--- src/design/acf_cfg.svh ---
`ifndef ACF_CFG_SVH
`define ACF_CFG_SVH
// register word addresses (byte addresses, one aligned word each)
`define ACF_ADDR_CTRL     8'h00
`define ACF_ADDR_FLOW     8'h04
`define ACF_ADDR_STATUS   8'h08
`define ACF_ADDR_IRQ_STAT 8'h0C
`define ACF_ADDR_IRQ_MASK 8'h10
// ctrl fields
`define ACF_CTRL_MODE_BIT   0
`define ACF_CTRL_DBUF_BIT   1
`define ACF_CTRL_RESET      2'h0
// flow control fields (write one to request; all but trigger read back as pending)
`define ACF_FLOW_SEQUENCE_ABORT_REQUEST_BIT   0
`define ACF_FLOW_TRIGGER_REQUEST_BIT   1
`define ACF_FLOW_RESTART_REQUEST_BIT   2
`define ACF_FLOW_LIST_LOAD_OK_BIT   3
// status fields
`define ACF_STAT_BUSY_BIT   0
`define ACF_STAT_LIST_BIT   1
`define ACF_STAT_STATE_LSB  2
// interrupt status fields
`define ACF_IRQ_TRIGGER_REQUEST_ERR_BIT 0
`define ACF_IRQ_RESTART_REQUEST_ERR_BIT 1
`define ACF_IRQ_WIDTH        2
`define ACF_IRQ_RESET        2'h0
// timing counts in clock cycles
`define ACF_LOAD_CYCLES      4'h4
`define ACF_TRIGGER_REQUEST_DELAY       4'h3
`define ACF_ABORT_CYCLES     4'h2
`endif

--- src/design/acf_pkg.sv ---
package acf_pkg;
  // flow state of the converter sequencer
  typedef enum logic [2:0] {
    ST_IDLE    = 3'b000,
    ST_ABORT   = 3'b001,
    ST_LOAD    = 3'b010,
    ST_READY   = 3'b011,
    ST_DELAY   = 3'b100,
    ST_CONVERT = 3'b101
  } acf_state_t;
  // flow control mode
  typedef enum logic {
    MODE_TRIGGER = 1'b0,
    MODE_RESTART = 1'b1
  } acf_mode_t;
endpackage

--- src/design/acf_flow.sv ---
// Implementation choices: the strobed register port and the address map.
`timescale 1ns/1ps
`include "acf_cfg.svh"
// Behaviour
// - trigger mode: restart also triggers automatically
// - restart mode: restart only loads commands
// - trigger during restart sets trigger error
// - fixed delay from trigger to sampling
// - every use case works single or double
// - restart with load-ok swaps command lists in double buffer mode
// - abort ends sequence; hardware clears abort bit
// - restart while busy aborts, sets restart error
// - after restart, trigger starts at list top
module acf_flow
(
  input  wire logic        clock,          // 50 MHz system clock
  input  wire logic        arst_n,         // async reset, active low
  input  wire logic [7:0]  addr,           // register byte address
  input  wire logic [31:0] wdata,          // write data
  input  wire logic        wr,             // write strobe
  input  wire logic        rd,             // read strobe
  output logic      [31:0] rdata,          // read data, cycle after rd
  input  wire logic        seq_done,       // converter finished its sequence
  output logic             sample_start,   // pulse: sampling phase begins
  output logic             list_top,       // pulse: restart from list top
  output logic             active_list,    // selected command list
  output logic             busy,           // conversion sequence ongoing
  output logic             irq             // level interrupt
);
  logic rst_s1_ff; // reset sync stage one
  logic rst_n;     // reset sync stage two

  // release reset through two flip-flops
  always_ff @(posedge clock or negedge arst_n)
  begin
    if (!arst_n)
    begin
      rst_s1_ff <= 1'b0;
      rst_n     <= 1'b0;
    end
    else
    begin
      rst_s1_ff <= 1'b1;
      rst_n     <= rst_s1_ff;
    end
  end

  acf_pkg::acf_state_t      state_ff, nxt_state;  // sequencer state
  logic [1:0]               ctrl_ff, nxt_ctrl;    // mode and double buffer
  logic                     sequence_abort_request_ff, nxt_sequence_abort_request;    // abort pending
  logic                     restart_request_ff, nxt_restart_request;    // restart pending
  logic                     list_load_ok_ff, nxt_list_load_ok;    // load-ok pending
  logic                     list_ff, nxt_list;    // active list index
  logic [`ACF_IRQ_WIDTH-1:0] ist_ff, nxt_ist;     // sticky event status
  logic [`ACF_IRQ_WIDTH-1:0] imask_ff, nxt_imask; // interrupt mask
  logic [31:0]              rdata_ff, nxt_rdata;  // read data register
  logic                     samp_ff, nxt_samp;    // sampling start pulse
  logic                     top_ff, nxt_top;      // list top pulse
  logic                     tmr_start;            // start a timed wait
  logic [3:0]               tmr_count;            // length of the wait
  logic                     tmr_done;             // wait finished

  // write strobes decoded once
  function automatic logic hit(input logic [7:0] a, input logic [7:0] r);
    hit = (a == r);
  endfunction

  logic wr_flow; // write to flow control register
  logic w_sequence_abort_request;  // abort written
  logic w_trigger_request;  // trigger written
  logic w_restart_request;  // restart written
  logic w_list_load_ok;  // load-ok written
  acf_pkg::acf_mode_t mode; // selected flow mode
  assign wr_flow = wr & hit(addr, `ACF_ADDR_FLOW);
  assign w_sequence_abort_request  = wr_flow & wdata[`ACF_FLOW_SEQUENCE_ABORT_REQUEST_BIT];
  assign w_trigger_request  = wr_flow & wdata[`ACF_FLOW_TRIGGER_REQUEST_BIT];
  assign w_restart_request  = wr_flow & wdata[`ACF_FLOW_RESTART_REQUEST_BIT];
  assign w_list_load_ok  = wr_flow & wdata[`ACF_FLOW_LIST_LOAD_OK_BIT];
  assign mode    = acf_pkg::acf_mode_t'(ctrl_ff[`ACF_CTRL_MODE_BIT]);

  // one shared timer paces abort, load and trigger delay
  acf_delay u_delay
  (
    .clk   (clock),
    .rst_n (rst_n),
    .start (tmr_start),
    .count (tmr_count),
    .done  (tmr_done)
  );

  // flow sequencer and event flags
  always_comb
  begin
    nxt_state = state_ff;
    nxt_sequence_abort_request  = sequence_abort_request_ff | w_sequence_abort_request;
    nxt_restart_request  = restart_request_ff | w_restart_request;
    nxt_list_load_ok  = list_load_ok_ff | w_list_load_ok;
    nxt_list  = list_ff;
    nxt_ist   = ist_ff;
    nxt_samp  = 1'b0;
    nxt_top   = 1'b0;
    tmr_start = 1'b0;
    tmr_count = `ACF_LOAD_CYCLES;
    // write-one-to-clear; events below set later so set wins
    if (wr & hit(addr, `ACF_ADDR_IRQ_STAT))
    begin
      nxt_ist = ist_ff & ~wdata[`ACF_IRQ_WIDTH-1:0];
    end
    // trigger while a restart is unfinished: flag and drop it
    if (w_trigger_request && (restart_request_ff || w_restart_request || state_ff == acf_pkg::ST_LOAD))
    begin
      nxt_ist[`ACF_IRQ_TRIGGER_REQUEST_ERR_BIT] = 1'b1;
    end
    // restart into a busy converter with no abort pending
    if (w_restart_request && !restart_request_ff && !sequence_abort_request_ff && !w_sequence_abort_request &&
        (state_ff == acf_pkg::ST_CONVERT || state_ff == acf_pkg::ST_DELAY))
    begin
      nxt_sequence_abort_request = 1'b1;
      nxt_ist[`ACF_IRQ_RESTART_REQUEST_ERR_BIT] = 1'b1;
    end
    case (state_ff)
      acf_pkg::ST_IDLE, acf_pkg::ST_READY:
      begin
        if (nxt_sequence_abort_request)
        begin
          // idle already: abort still waits out the ACF_ABORT_CYCLES timer
          nxt_state = acf_pkg::ST_ABORT;
          tmr_start = 1'b1;
          tmr_count = `ACF_ABORT_CYCLES;
        end
        else if (nxt_restart_request)
        begin
          nxt_state = acf_pkg::ST_LOAD;
          tmr_start = 1'b1;
          tmr_count = `ACF_LOAD_CYCLES;
        end
        else if (state_ff == acf_pkg::ST_READY && w_trigger_request)
        begin
          // accepted trigger: fixed path to sampling
          nxt_state = acf_pkg::ST_DELAY;
          tmr_start = 1'b1;
          tmr_count = `ACF_TRIGGER_REQUEST_DELAY;
        end
      end
      acf_pkg::ST_ABORT:
      begin
        if (tmr_done)
        begin
          // an abort written in this very cycle survives: set wins
          nxt_sequence_abort_request  = w_sequence_abort_request;
          nxt_state = acf_pkg::ST_IDLE;
        end
      end
      acf_pkg::ST_LOAD:
      begin
        if (tmr_done)
        begin
          // swap only in double buffer mode
          if (list_load_ok_ff && ctrl_ff[`ACF_CTRL_DBUF_BIT])
          begin
            nxt_list = ~list_ff;
          end
          // bits written in the finishing cycle stay pending: set wins
          nxt_restart_request = w_restart_request;
          nxt_list_load_ok = w_list_load_ok;
          nxt_top  = 1'b1;
          if (mode == acf_pkg::MODE_TRIGGER)
          begin
            nxt_state = acf_pkg::ST_DELAY;
            tmr_start = 1'b1;
            tmr_count = `ACF_TRIGGER_REQUEST_DELAY;
          end
          else
          begin
            nxt_state = acf_pkg::ST_READY;
          end
        end
      end
      acf_pkg::ST_DELAY:
      begin
        if (nxt_sequence_abort_request)
        begin
          nxt_state = acf_pkg::ST_ABORT;
          tmr_start = 1'b1;
          tmr_count = `ACF_ABORT_CYCLES;
        end
        else if (tmr_done)
        begin
          nxt_samp  = 1'b1;
          nxt_state = acf_pkg::ST_CONVERT;
        end
      end
      acf_pkg::ST_CONVERT:
      begin
        if (nxt_sequence_abort_request)
        begin
          nxt_state = acf_pkg::ST_ABORT;
          tmr_start = 1'b1;
          tmr_count = `ACF_ABORT_CYCLES;
        end
        else if (seq_done)
        begin
          // next sequence waits for a trigger from the same list
          nxt_state = acf_pkg::ST_READY;
        end
      end
      default:
      begin
        nxt_state = acf_pkg::ST_IDLE;
      end
    endcase
  end

  // control, mask and read mux
  always_comb
  begin
    nxt_ctrl  = ctrl_ff;
    nxt_imask = imask_ff;
    nxt_rdata = 32'h0000_0000;
    if (wr & hit(addr, `ACF_ADDR_CTRL))
    begin
      nxt_ctrl = wdata[1:0];
    end
    if (wr & hit(addr, `ACF_ADDR_IRQ_MASK))
    begin
      nxt_imask = wdata[`ACF_IRQ_WIDTH-1:0];
    end
    if (rd)
    begin
      case (addr)
        `ACF_ADDR_CTRL:     nxt_rdata = {30'h0000_0000, ctrl_ff};
        `ACF_ADDR_FLOW:     nxt_rdata = {28'h000_0000, list_load_ok_ff, restart_request_ff, 1'b0, sequence_abort_request_ff};
        `ACF_ADDR_STATUS:   nxt_rdata = {27'h000_0000, state_ff, list_ff, busy};
        `ACF_ADDR_IRQ_STAT: nxt_rdata = {30'h0000_0000, ist_ff};
        `ACF_ADDR_IRQ_MASK: nxt_rdata = {30'h0000_0000, imask_ff};
        default:            nxt_rdata = 32'h0000_0000; // unmapped reads zero
      endcase
    end
  end

  // registers only
  always_ff @(posedge clock or negedge rst_n)
  begin
    if (!rst_n)
    begin
      state_ff <= acf_pkg::ST_IDLE;
      ctrl_ff  <= `ACF_CTRL_RESET;
      sequence_abort_request_ff  <= 1'b0;
      restart_request_ff  <= 1'b0;
      list_load_ok_ff  <= 1'b0;
      list_ff  <= 1'b0;
      ist_ff   <= `ACF_IRQ_RESET;
      imask_ff <= `ACF_IRQ_RESET;
      rdata_ff <= 32'h0000_0000;
      samp_ff  <= 1'b0;
      top_ff   <= 1'b0;
    end
    else
    begin
      state_ff <= nxt_state;
      ctrl_ff  <= nxt_ctrl;
      sequence_abort_request_ff  <= nxt_sequence_abort_request;
      restart_request_ff  <= nxt_restart_request;
      list_load_ok_ff  <= nxt_list_load_ok;
      list_ff  <= nxt_list;
      ist_ff   <= nxt_ist;
      imask_ff <= nxt_imask;
      rdata_ff <= nxt_rdata;
      samp_ff  <= nxt_samp;
      top_ff   <= nxt_top;
    end
  end

  // busy covers the delay and the running sequence
  assign busy         = (state_ff == acf_pkg::ST_DELAY) || (state_ff == acf_pkg::ST_CONVERT);
  assign rdata        = rdata_ff;
  assign sample_start = samp_ff;
  assign list_top     = top_ff;
  assign active_list  = list_ff;
  assign irq          = |(ist_ff & imask_ff);
endmodule

--- src/design/acf_delay.sv ---
`timescale 1ns/1ps
`include "acf_cfg.svh"
// loadable down counter; done pulses once when the count runs out
module acf_delay
(
  input  wire logic       clk,      // system clock
  input  wire logic       rst_n,    // synchronised reset, active low
  input  wire logic       start,    // load the count
  input  wire logic [3:0] count,    // cycles to wait, at least one
  output logic            done      // one-cycle pulse at the end
);
  logic [3:0] cnt_ff;   // remaining cycles
  logic [3:0] nxt_cnt;  // next remaining
  logic       done_ff;  // registered done
  logic       nxt_done; // next done

  // reload on start, otherwise count down to zero
  always_comb
  begin
    nxt_cnt  = cnt_ff;
    nxt_done = 1'b0;
    if (start)
    begin
      nxt_cnt = count - 4'h1;
    end
    else if (cnt_ff != 4'h0)
    begin
      nxt_cnt = cnt_ff - 4'h1;
      nxt_done = (cnt_ff == 4'h1);
    end
  end

  // registers only
  always_ff @(posedge clk or negedge rst_n)
  begin
    if (!rst_n)
    begin
      cnt_ff  <= 4'h0;
      done_ff <= 1'b0;
    end
    else
    begin
      cnt_ff  <= nxt_cnt;
      done_ff <= nxt_done;
    end
  end

  logic start_q_ff;   // start seen last cycle
  logic cnt_q_one_ff; // that start asked for one cycle

  // a count of one finishes the cycle after start
  assign done = done_ff | (start_q_ff & cnt_q_one_ff);

  // remembers a one-cycle request, which the down counter cannot flag
  always_ff @(posedge clk or negedge rst_n)
  begin
    if (!rst_n)
    begin
      start_q_ff   <= 1'b0;
      cnt_q_one_ff <= 1'b0;
    end
    else
    begin
      start_q_ff   <= start;
      cnt_q_one_ff <= (count == 4'h1);
    end
  end
endmodule

--- config.mk ---
export PLATFORM = sky130hd
export DESIGN_NAME = acf_flow
export DESIGN_NICKNAME = d
export VERILOG_FILES = /design/src/design/acf_pkg.sv /design/src/design/acf_flow.sv /design/src/design/acf_delay.sv
export VERILOG_INCLUDE_DIRS = /design/src /design/src/design
export SDC_FILE = /design/constraint.sdc
export NUM_CORES = 1
export LEC_CHECK = 0
export BUFFER_PORTS_ARGS = -buffer_cell sky130_fd_sc_hd__buf_4
export CAP_MARGIN = 20
export CORE_AREA = 5 5 71 73
export CTS_BUF_LIST = sky130_fd_sc_hd__clkbuf_8 sky130_fd_sc_hd__clkbuf_16
export CTS_CLUSTER_SIZE = 12
export DETAILED_ROUTE_END_ITERATION = 10
export DIE_AREA = 0 0 76 78
export GPL_TIMING_DRIVEN = 1
export PLACE_DENSITY = 0.78
export SLEW_MARGIN = 20
export SYNTH_ARGS = -nofsm -noshare
export SYNTH_HDL_FRONTEND = slang
export SYNTH_SLANG_ARGS = --single-unit
--- constraint.sdc ---
create_clock -name clock -period 1.2 [get_ports clock]
set_input_delay 0.06 -clock clock [delete_from_list [all_inputs] [get_ports clock]]
set_output_delay 0.06 -clock clock [all_outputs]
set_load 0.005 [all_outputs]
# Word-level counts from Yosys, hierarchy flattened
# Index checks and enable logic that the tools add are counted.
[totals]
ff_bits = 56
latch_bits = 0
ram_bits = 0
rom_bits = 0
word_cells = 122
n_memories = 0
[op_classes]
n_addsub = 2
multipliers = 0
div_mod_pow = 0
n_lt_le_gt_ge = 0
eq_ne = 16
shifts = 0
mux = 45
n_bitwise = 17
n_reduce_logical = 24
[op_table]
columns = ["operator", "count"]
rows = [
  ["$mux 3", 16],
  ["$pmux 5 s5", 1],
  ["$mux 1", 21],
  ["$eq 8x4->1 const B", 2],
  ["$pmux 3 s5", 1],
  ["$and 1x1->1", 9],
  ["$pmux 3 s3", 1],
  ["$eq 8x3->1 const B", 1],
  ["$eq 8x5->1 const B", 1],
  ["$logic_not 8->1", 1],
  ["$mux 4", 2],
  ["$logic_and 1x1->1", 7],
  ["$eq 3x1->1 const B", 2],
  ["$eq 3x2->1 const B", 2],
  ["$eq 3x3->1 const B", 2],
  ["$ne 3x2->1 const B", 2],
  ["$reduce_bool 2->1", 3],
  ["$reduce_or 2->1", 3],
  ["$mux 5", 1],
  ["$reduce_and 5->1", 1],
  ["$and 2x2->2", 2],
  ["$eq 4x1->1 const B", 1],
  ["$ne 2x2->1 const B", 2],
  ["$ne 4x4->1 const B", 1],
  ["12 further kinds", 19],
]

# Longest topological paths before layout
[depth]
ltp_word = 12
depth_mapped = 10

# Cells and area by module
# From an unflattened synthesis, not the netlist that was laid out.
[hier_totals]
hier_cells = 201
area_unflattened_um2 = 1988.2
[modules_own_cells]
columns = ["module", "instances", "cells_per_inst", "area_each_um2", "seq_area_each_um2"]
rows = [
  ["acf_flow", 1, 163, 1577.8, 550.5],
  ["acf_delay", 1, 38, 410.4, 175.2],
]

# Least setup slack after synthesis
# OpenSTA, ideal clock, no wires.
[synth_path]
path_type = "register to register"
from = "reg restart_request_ff"
to = "reg u_delay.cnt_ff[2]"
setup_time_ns = 0.087
arrival_ns = 2.004
required_ns = 1.113
setup_slack_ns = -0.891
path_stages_with_launch = 10
n_path_buf = 1
synth_period_minus_slack_ns = 2.091
cell_sequence = "dfrtp_1 -> buf_2 -> nand4bb_1 -> a2111oi_4 -> a311oi_1 -> o21ai_1 -> inv_1 -> ha_1 -> and3_1 -> a211oi_2"
[synth_between]
elab_chain_cells = 10
word_cells_on_any_way = 18
[synth_lines]
columns = ["item", "line", "text"]
rows = [
  ["start, declared", "acf_flow.sv:51", "logic restart_request_ff, nxt_restart_request;"],
  ["start signal, assigned", "acf_flow.sv:263", "restart_request_ff <= nxt_restart_request;"],
  ["$logic_not 1->1", "acf_flow.sv:115", "if (w_restart_request && !restart_request_ff && !sequence_abort_request_ff && !w_sequence_abort_request &&"],
  ["$logic_and 1x1->1 (4 in a row)", "acf_flow.sv:115", ""],
  ["$mux 1", "acf_flow.sv:115", ""],
  ["$mux 3, on equally long branches", "acf_flow.sv:124, acf_flow.sv:181, acf_flow.sv:195", ""],
  ["$pmux 3 s3", "acf_flow.sv:121", "case (state_ff)"],
  ["$sub 3x1->4", "acf_delay.sv:24", "nxt_cnt = count - 4'h1;"],
  ["$mux 4", "acf_delay.sv:22", "if (start)"],
  ["end signal, assigned", "acf_delay.sv:43", "cnt_ff <= nxt_cnt;"],
  ["end, declared", "acf_delay.sv:12", "logic [3:0] cnt_ff;"],
]
# Several ways; a longest one is shown, not always the timed one.
# A chain may end at the register's enable or synchronous reset.

# Final worst setup path
[layout_path]
from = "reg state_ff[1]"
to = "reg u_delay.cnt_ff[2]"
[layout_between]
elab_chain_cells = 8
word_cells_on_any_way = 24
[layout_lines]
columns = ["item", "line", "text"]
rows = [
  ["start, declared", "acf_flow.sv:48", "acf_pkg::acf_state_t state_ff, nxt_state;"],
  ["start signal, assigned", "acf_flow.sv:246", "state_ff <= acf_pkg::ST_IDLE;"],
  ["start signal, assigned", "acf_flow.sv:260", "state_ff <= nxt_state;"],
  ["$eq 3x2->1 or $eq 3x3->1 (tied branches)", "acf_flow.sv:121, acf_flow.sv:137, acf_flow.sv:116", ""],
  ["$logic_and 1x1->1 or $logic_or 1x1->1 (tied branches)", "acf_flow.sv:137, acf_flow.sv:116", ""],
  ["$mux 3 or $logic_and 1x1->1 (tied branches)", "acf_flow.sv:137, acf_flow.sv:115", ""],
  ["$mux 3 or $mux 1 (tied branches)", "acf_flow.sv:131, acf_flow.sv:115", ""],
  ["$mux 3, on equally long branches", "acf_flow.sv:124, acf_flow.sv:181, acf_flow.sv:195", ""],
  ["$pmux 3 s3", "acf_flow.sv:121", ""],
  ["$sub 3x1->4", "acf_delay.sv:24", ""],
  ["$mux 4", "acf_delay.sv:22", ""],
]
# Several ways; a longest one is shown, not always the timed one.

==> impl_metrics.env <==
export IMPL_status="complete, but fails checks"
export IMPL_violations="setup timing"
export IMPL_cts_made_buffers=5
export IMPL_die_w_um=76
export IMPL_place_congestion=0.936
export IMPL_io_buffers=26
export IMPL_ant_nets=0
export IMPL_dp_hpwl_um=4600
export IMPL_crit_required_ns=1.40
export IMPL_grt_start_max_net_pins=26
export IMPL_r2r_end="u_delay.cnt_ff[2]$_DFFE_PN0P_"
export IMPL_grtUsageTotal=0.213
export IMPL_fillerInstances=316
export IMPL_finalNonFillerCells=373
export IMPL_critPathMaxFanout=5
export IMPL_synth_edff_count=0
export IMPL_postSynth_asyncResetShare=1.00
export IMPL_drc=0
export IMPL_critPathKind="reg -> reg"
export IMPL_rows=24
export IMPL_wl_per_cell_um=17.6
export IMPL_ys_seq_area_frac=0.360
export IMPL_maxSlewViolCount=0
export IMPL_grt_pass1_wl_um=10200
export IMPL_fmax_ghz=0.490
export IMPL_fin_crit_sh=1.70
export IMPL_cts_root_buf="clkbuf_8"
export IMPL_yosysUniqueCellTypes=63
export IMPL_synthToLayoutAreaGrowth_pct=52.7
export IMPL_min_period_ns=2.04
export IMPL_yosys_warnings=0
export IMPL_drt_iter0_markers=167
export IMPL_crit_arrival_ns=2.24
export IMPL_clk_latency_ns=0.29
export IMPL_crit_path_end_kind="register"
export IMPL_dp_cells=351
export IMPL_rsz0062_at_grt="yes"
export IMPL_comb_power_share=0.550
export IMPL_clock_skew_ns=0.00739
export IMPL_hp_class="reg -> async"
export IMPL_whs_ns=0.0402
export IMPL_rr_worst_depth=8
export IMPL_syn_inst=214
export IMPL_p_int_mw=3.38
export IMPL_finalHoldViolations=0
export IMPL_nets=369
export IMPL_start_kind="register"
export IMPL_p_per_area_nw_per_um2=1750
export IMPL_core_area_um2=4290
export IMPL_overflow=0
export IMPL_num_antenna_cells=0
export IMPL_drive_above_1_share=0.511
export IMPL_cts_sinks=29
export IMPL_dieArea_um2=5930
export IMPL_setup_viol=19
export IMPL_pin_count=82
export IMPL_power_switching_mw=2.02
export IMPL_grt_pass1_vias=2091
export IMPL_cts_tree="done"
export IMPL_switching_share=0.375
export IMPL_postSynthAreaPerCell_um2=9.43
export IMPL_finalWorstSetupSlack_ns=-0.841
export IMPL_multi_input_area_um2=1300
export IMPL_seqPwrFrac=0.251
export IMPL_synth_top_flop_cell="dfrtp_1"
export IMPL_antenna_found_initial=0
export IMPL_ys_ff_latch=29
export IMPL_firstDrtPassIters=5
export IMPL_start_util=0.470
export IMPL_clockPowerShare=0.199
export IMPL_clk_path_buf_depth=2
export IMPL_seqCellArea_um2=731
export IMPL_p_leak_nw=1.51
export IMPL_h_tree_depth=2
export IMPL_routed_wl_um=6560
export IMPL_vias_per_cell=5.58
export IMPL_path_clk_slew_ns=0.07
export IMPL_maxCapViolCount=0
export IMPL_ir_worst_vdd_uv=1070
export IMPL_r2r_slack_ns=-0.84
export IMPL_die_y_um=78
export IMPL_syn_area_um2=2020
export IMPL_regToRegStartpoint="state_ff[1]$_DFFE_PN0P_"
export IMPL_via_count=2080
cells in the mapped netlist, drive strengths merged, types with 4 or more instances:
master	n	area share
a21oi	4	0.0099
nor2	13	0.024
or3	4	0.017
dfrtp	29	0.36
nand3	7	0.017
nor3	7	0.022
buf	33	0.12
nand4	8	0.025
nand2	15	0.028
o21ai	9	0.024
mux2i	4	0.020
inv	13	0.024
and3	5	0.017
ha	4	0.025
critical path, cell delays in order (launching register included):
cell and delay (ns):
dfrtp_2 0.45, nand4bb_4 0.23, a2111oi_4 0.42, a311oi_2 0.13, o21ai_2 0.21, inv_2 0.07
ha_4 0.16, and3_4 0.14, a211oi_2 0.14
flip-flops by register name, indices dropped and copies added, names as in the netlist:
register	cells
sequence_abort_request_ff	1
restart_request_ff	1
ist_ff	2
ctrl_ff	2
list_top	1
rdata	5
list_load_ok_ff	1
active_list	1
state_ff	3
u_delay.done_ff	1
imask_ff	2
rst_n	1
u_delay.start_q_ff	1
u_delay.cnt_ff	4
sample_start	1
u_delay.cnt_q_one_ff	1
rst_s1_ff	1
cell usage in the layout, fill, tap and decap left out, types with 4 or more instances in the layout:
cell type	n
buf_4	98
buf_6	6
clkbuf_8	6
conb_1	28
dfrtp_1	25
dfrtp_2	4
inv_1	9
inv_2	5
nand2_1	15
nand3_1	5
nand4_1	8
nor2_1	10
o21ai_0	6
or3_4	4
how the worst max path moves through the flow:
stage	startpoint	endpoint	slack, ns	depth (start not counted)
after floorplan	restart_request_ff$_DFF_PN0_	u_delay.cnt_ff[2]$_DFFE_PN0P_	-0.74	9
after global placement	state_ff[1]$_DFFE_PN0P_	u_delay.cnt_ff[2]$_DFFE_PN0P_	-0.77	8
after detailed placement	state_ff[1]$_DFFE_PN0P_	u_delay.cnt_ff[2]$_DFFE_PN0P_	-0.82	8
after CTS	state_ff[1]$_DFFE_PN0P_	u_delay.cnt_ff[2]$_DFFE_PN0P_	-0.76	8
after global routing	state_ff[1]$_DFFE_PN0P_	u_delay.cnt_ff[2]$_DFFE_PN0P_	-0.95	8
final	state_ff[1]$_DFFE_PN0P_	u_delay.cnt_ff[2]$_DFFE_PN0P_	-0.84	8
per-layer routing:
layer,global-route usage,share of wire
met1,0.239,0.39
met2,0.375,0.50
met3,0.0567,0.078
met4,0.0996,0.034
met5,0,0
repair_timing:
action / CTS / global route
pin swaps: 8 / 15
gates resized for setup: 17 / 19
endpoints found under the hold margin: 3 / 0
setup endpoints to repair: 19 / 22
setup buffers: 7 / 6
hold buffers: 2 / 0
cell type report:
cell class                      count  area share
Clock buffer                        6      0.0268
Tap cell                           52      0.0211
Sequential cell                    29       0.237
Multi-Input combinational cell    165       0.421
Inverter                           13      0.0158
Timing Repair Buffer              106       0.267
Clock inverter                      2      0.0110
stage by stage:
| stage | area [um^2] | setup slack [ns] | power [mW] | TNS, ns | utilization |
|---|---|---|---|---|---|
| 3_5_place_dp | 2690 | -0.821 | 3.62 | -10.14 | 0.626 |
| 5_1_grt | 3080 | -0.946 | 5.66 | -10.44 | 0.718 |
| 3_3_place_gp | 2690 | -0.774 | 3.55 | -9.08 | 0.626 |
| 6_report | 3080 | -0.841 | 5.40 | -9.54 | 0.718 |
| 2_1_floorplan | 2180 | -0.735 | 2.76 | -5.26 | - |
| 4_1_cts | 2950 | -0.755 | 4.96 | -8.08 | 0.687 |
logic make-up (layout without fill, tap and decap cells):
logic type | after synthesis | in the layout | share of synthesized area
buffers and inverters | 46 | 127 | 0.144
DFF | 29 | 29 | 0.360
xor gates and xnor gates | 3 | 3 | 0.0167
other | 2 | 28 | 0.00372
muxes | 8 | 8 | 0.0496
and+or+nand+nor | 79 | 79 | 0.229
adders and majority gates | 4 | 4 | 0.0248
AOI/OAI and AO/OA | 43 | 43 | 0.173
power by group through the flow:
stage | registers, mW | logic (mW) | clock network, mW
after CTS | 1.35 | 2.53 | 1.09
after detailed placement | 1.35 | 2.27 | 0
after floorplan | 1.30 | 1.46 | 0
final | 1.36 | 2.97 | 1.08
after global routing | 1.37 | 3.15 | 1.14
after global placement | 1.35 | 2.20 | 0
No activity file was read; power rests on OpenSTA's default activity.
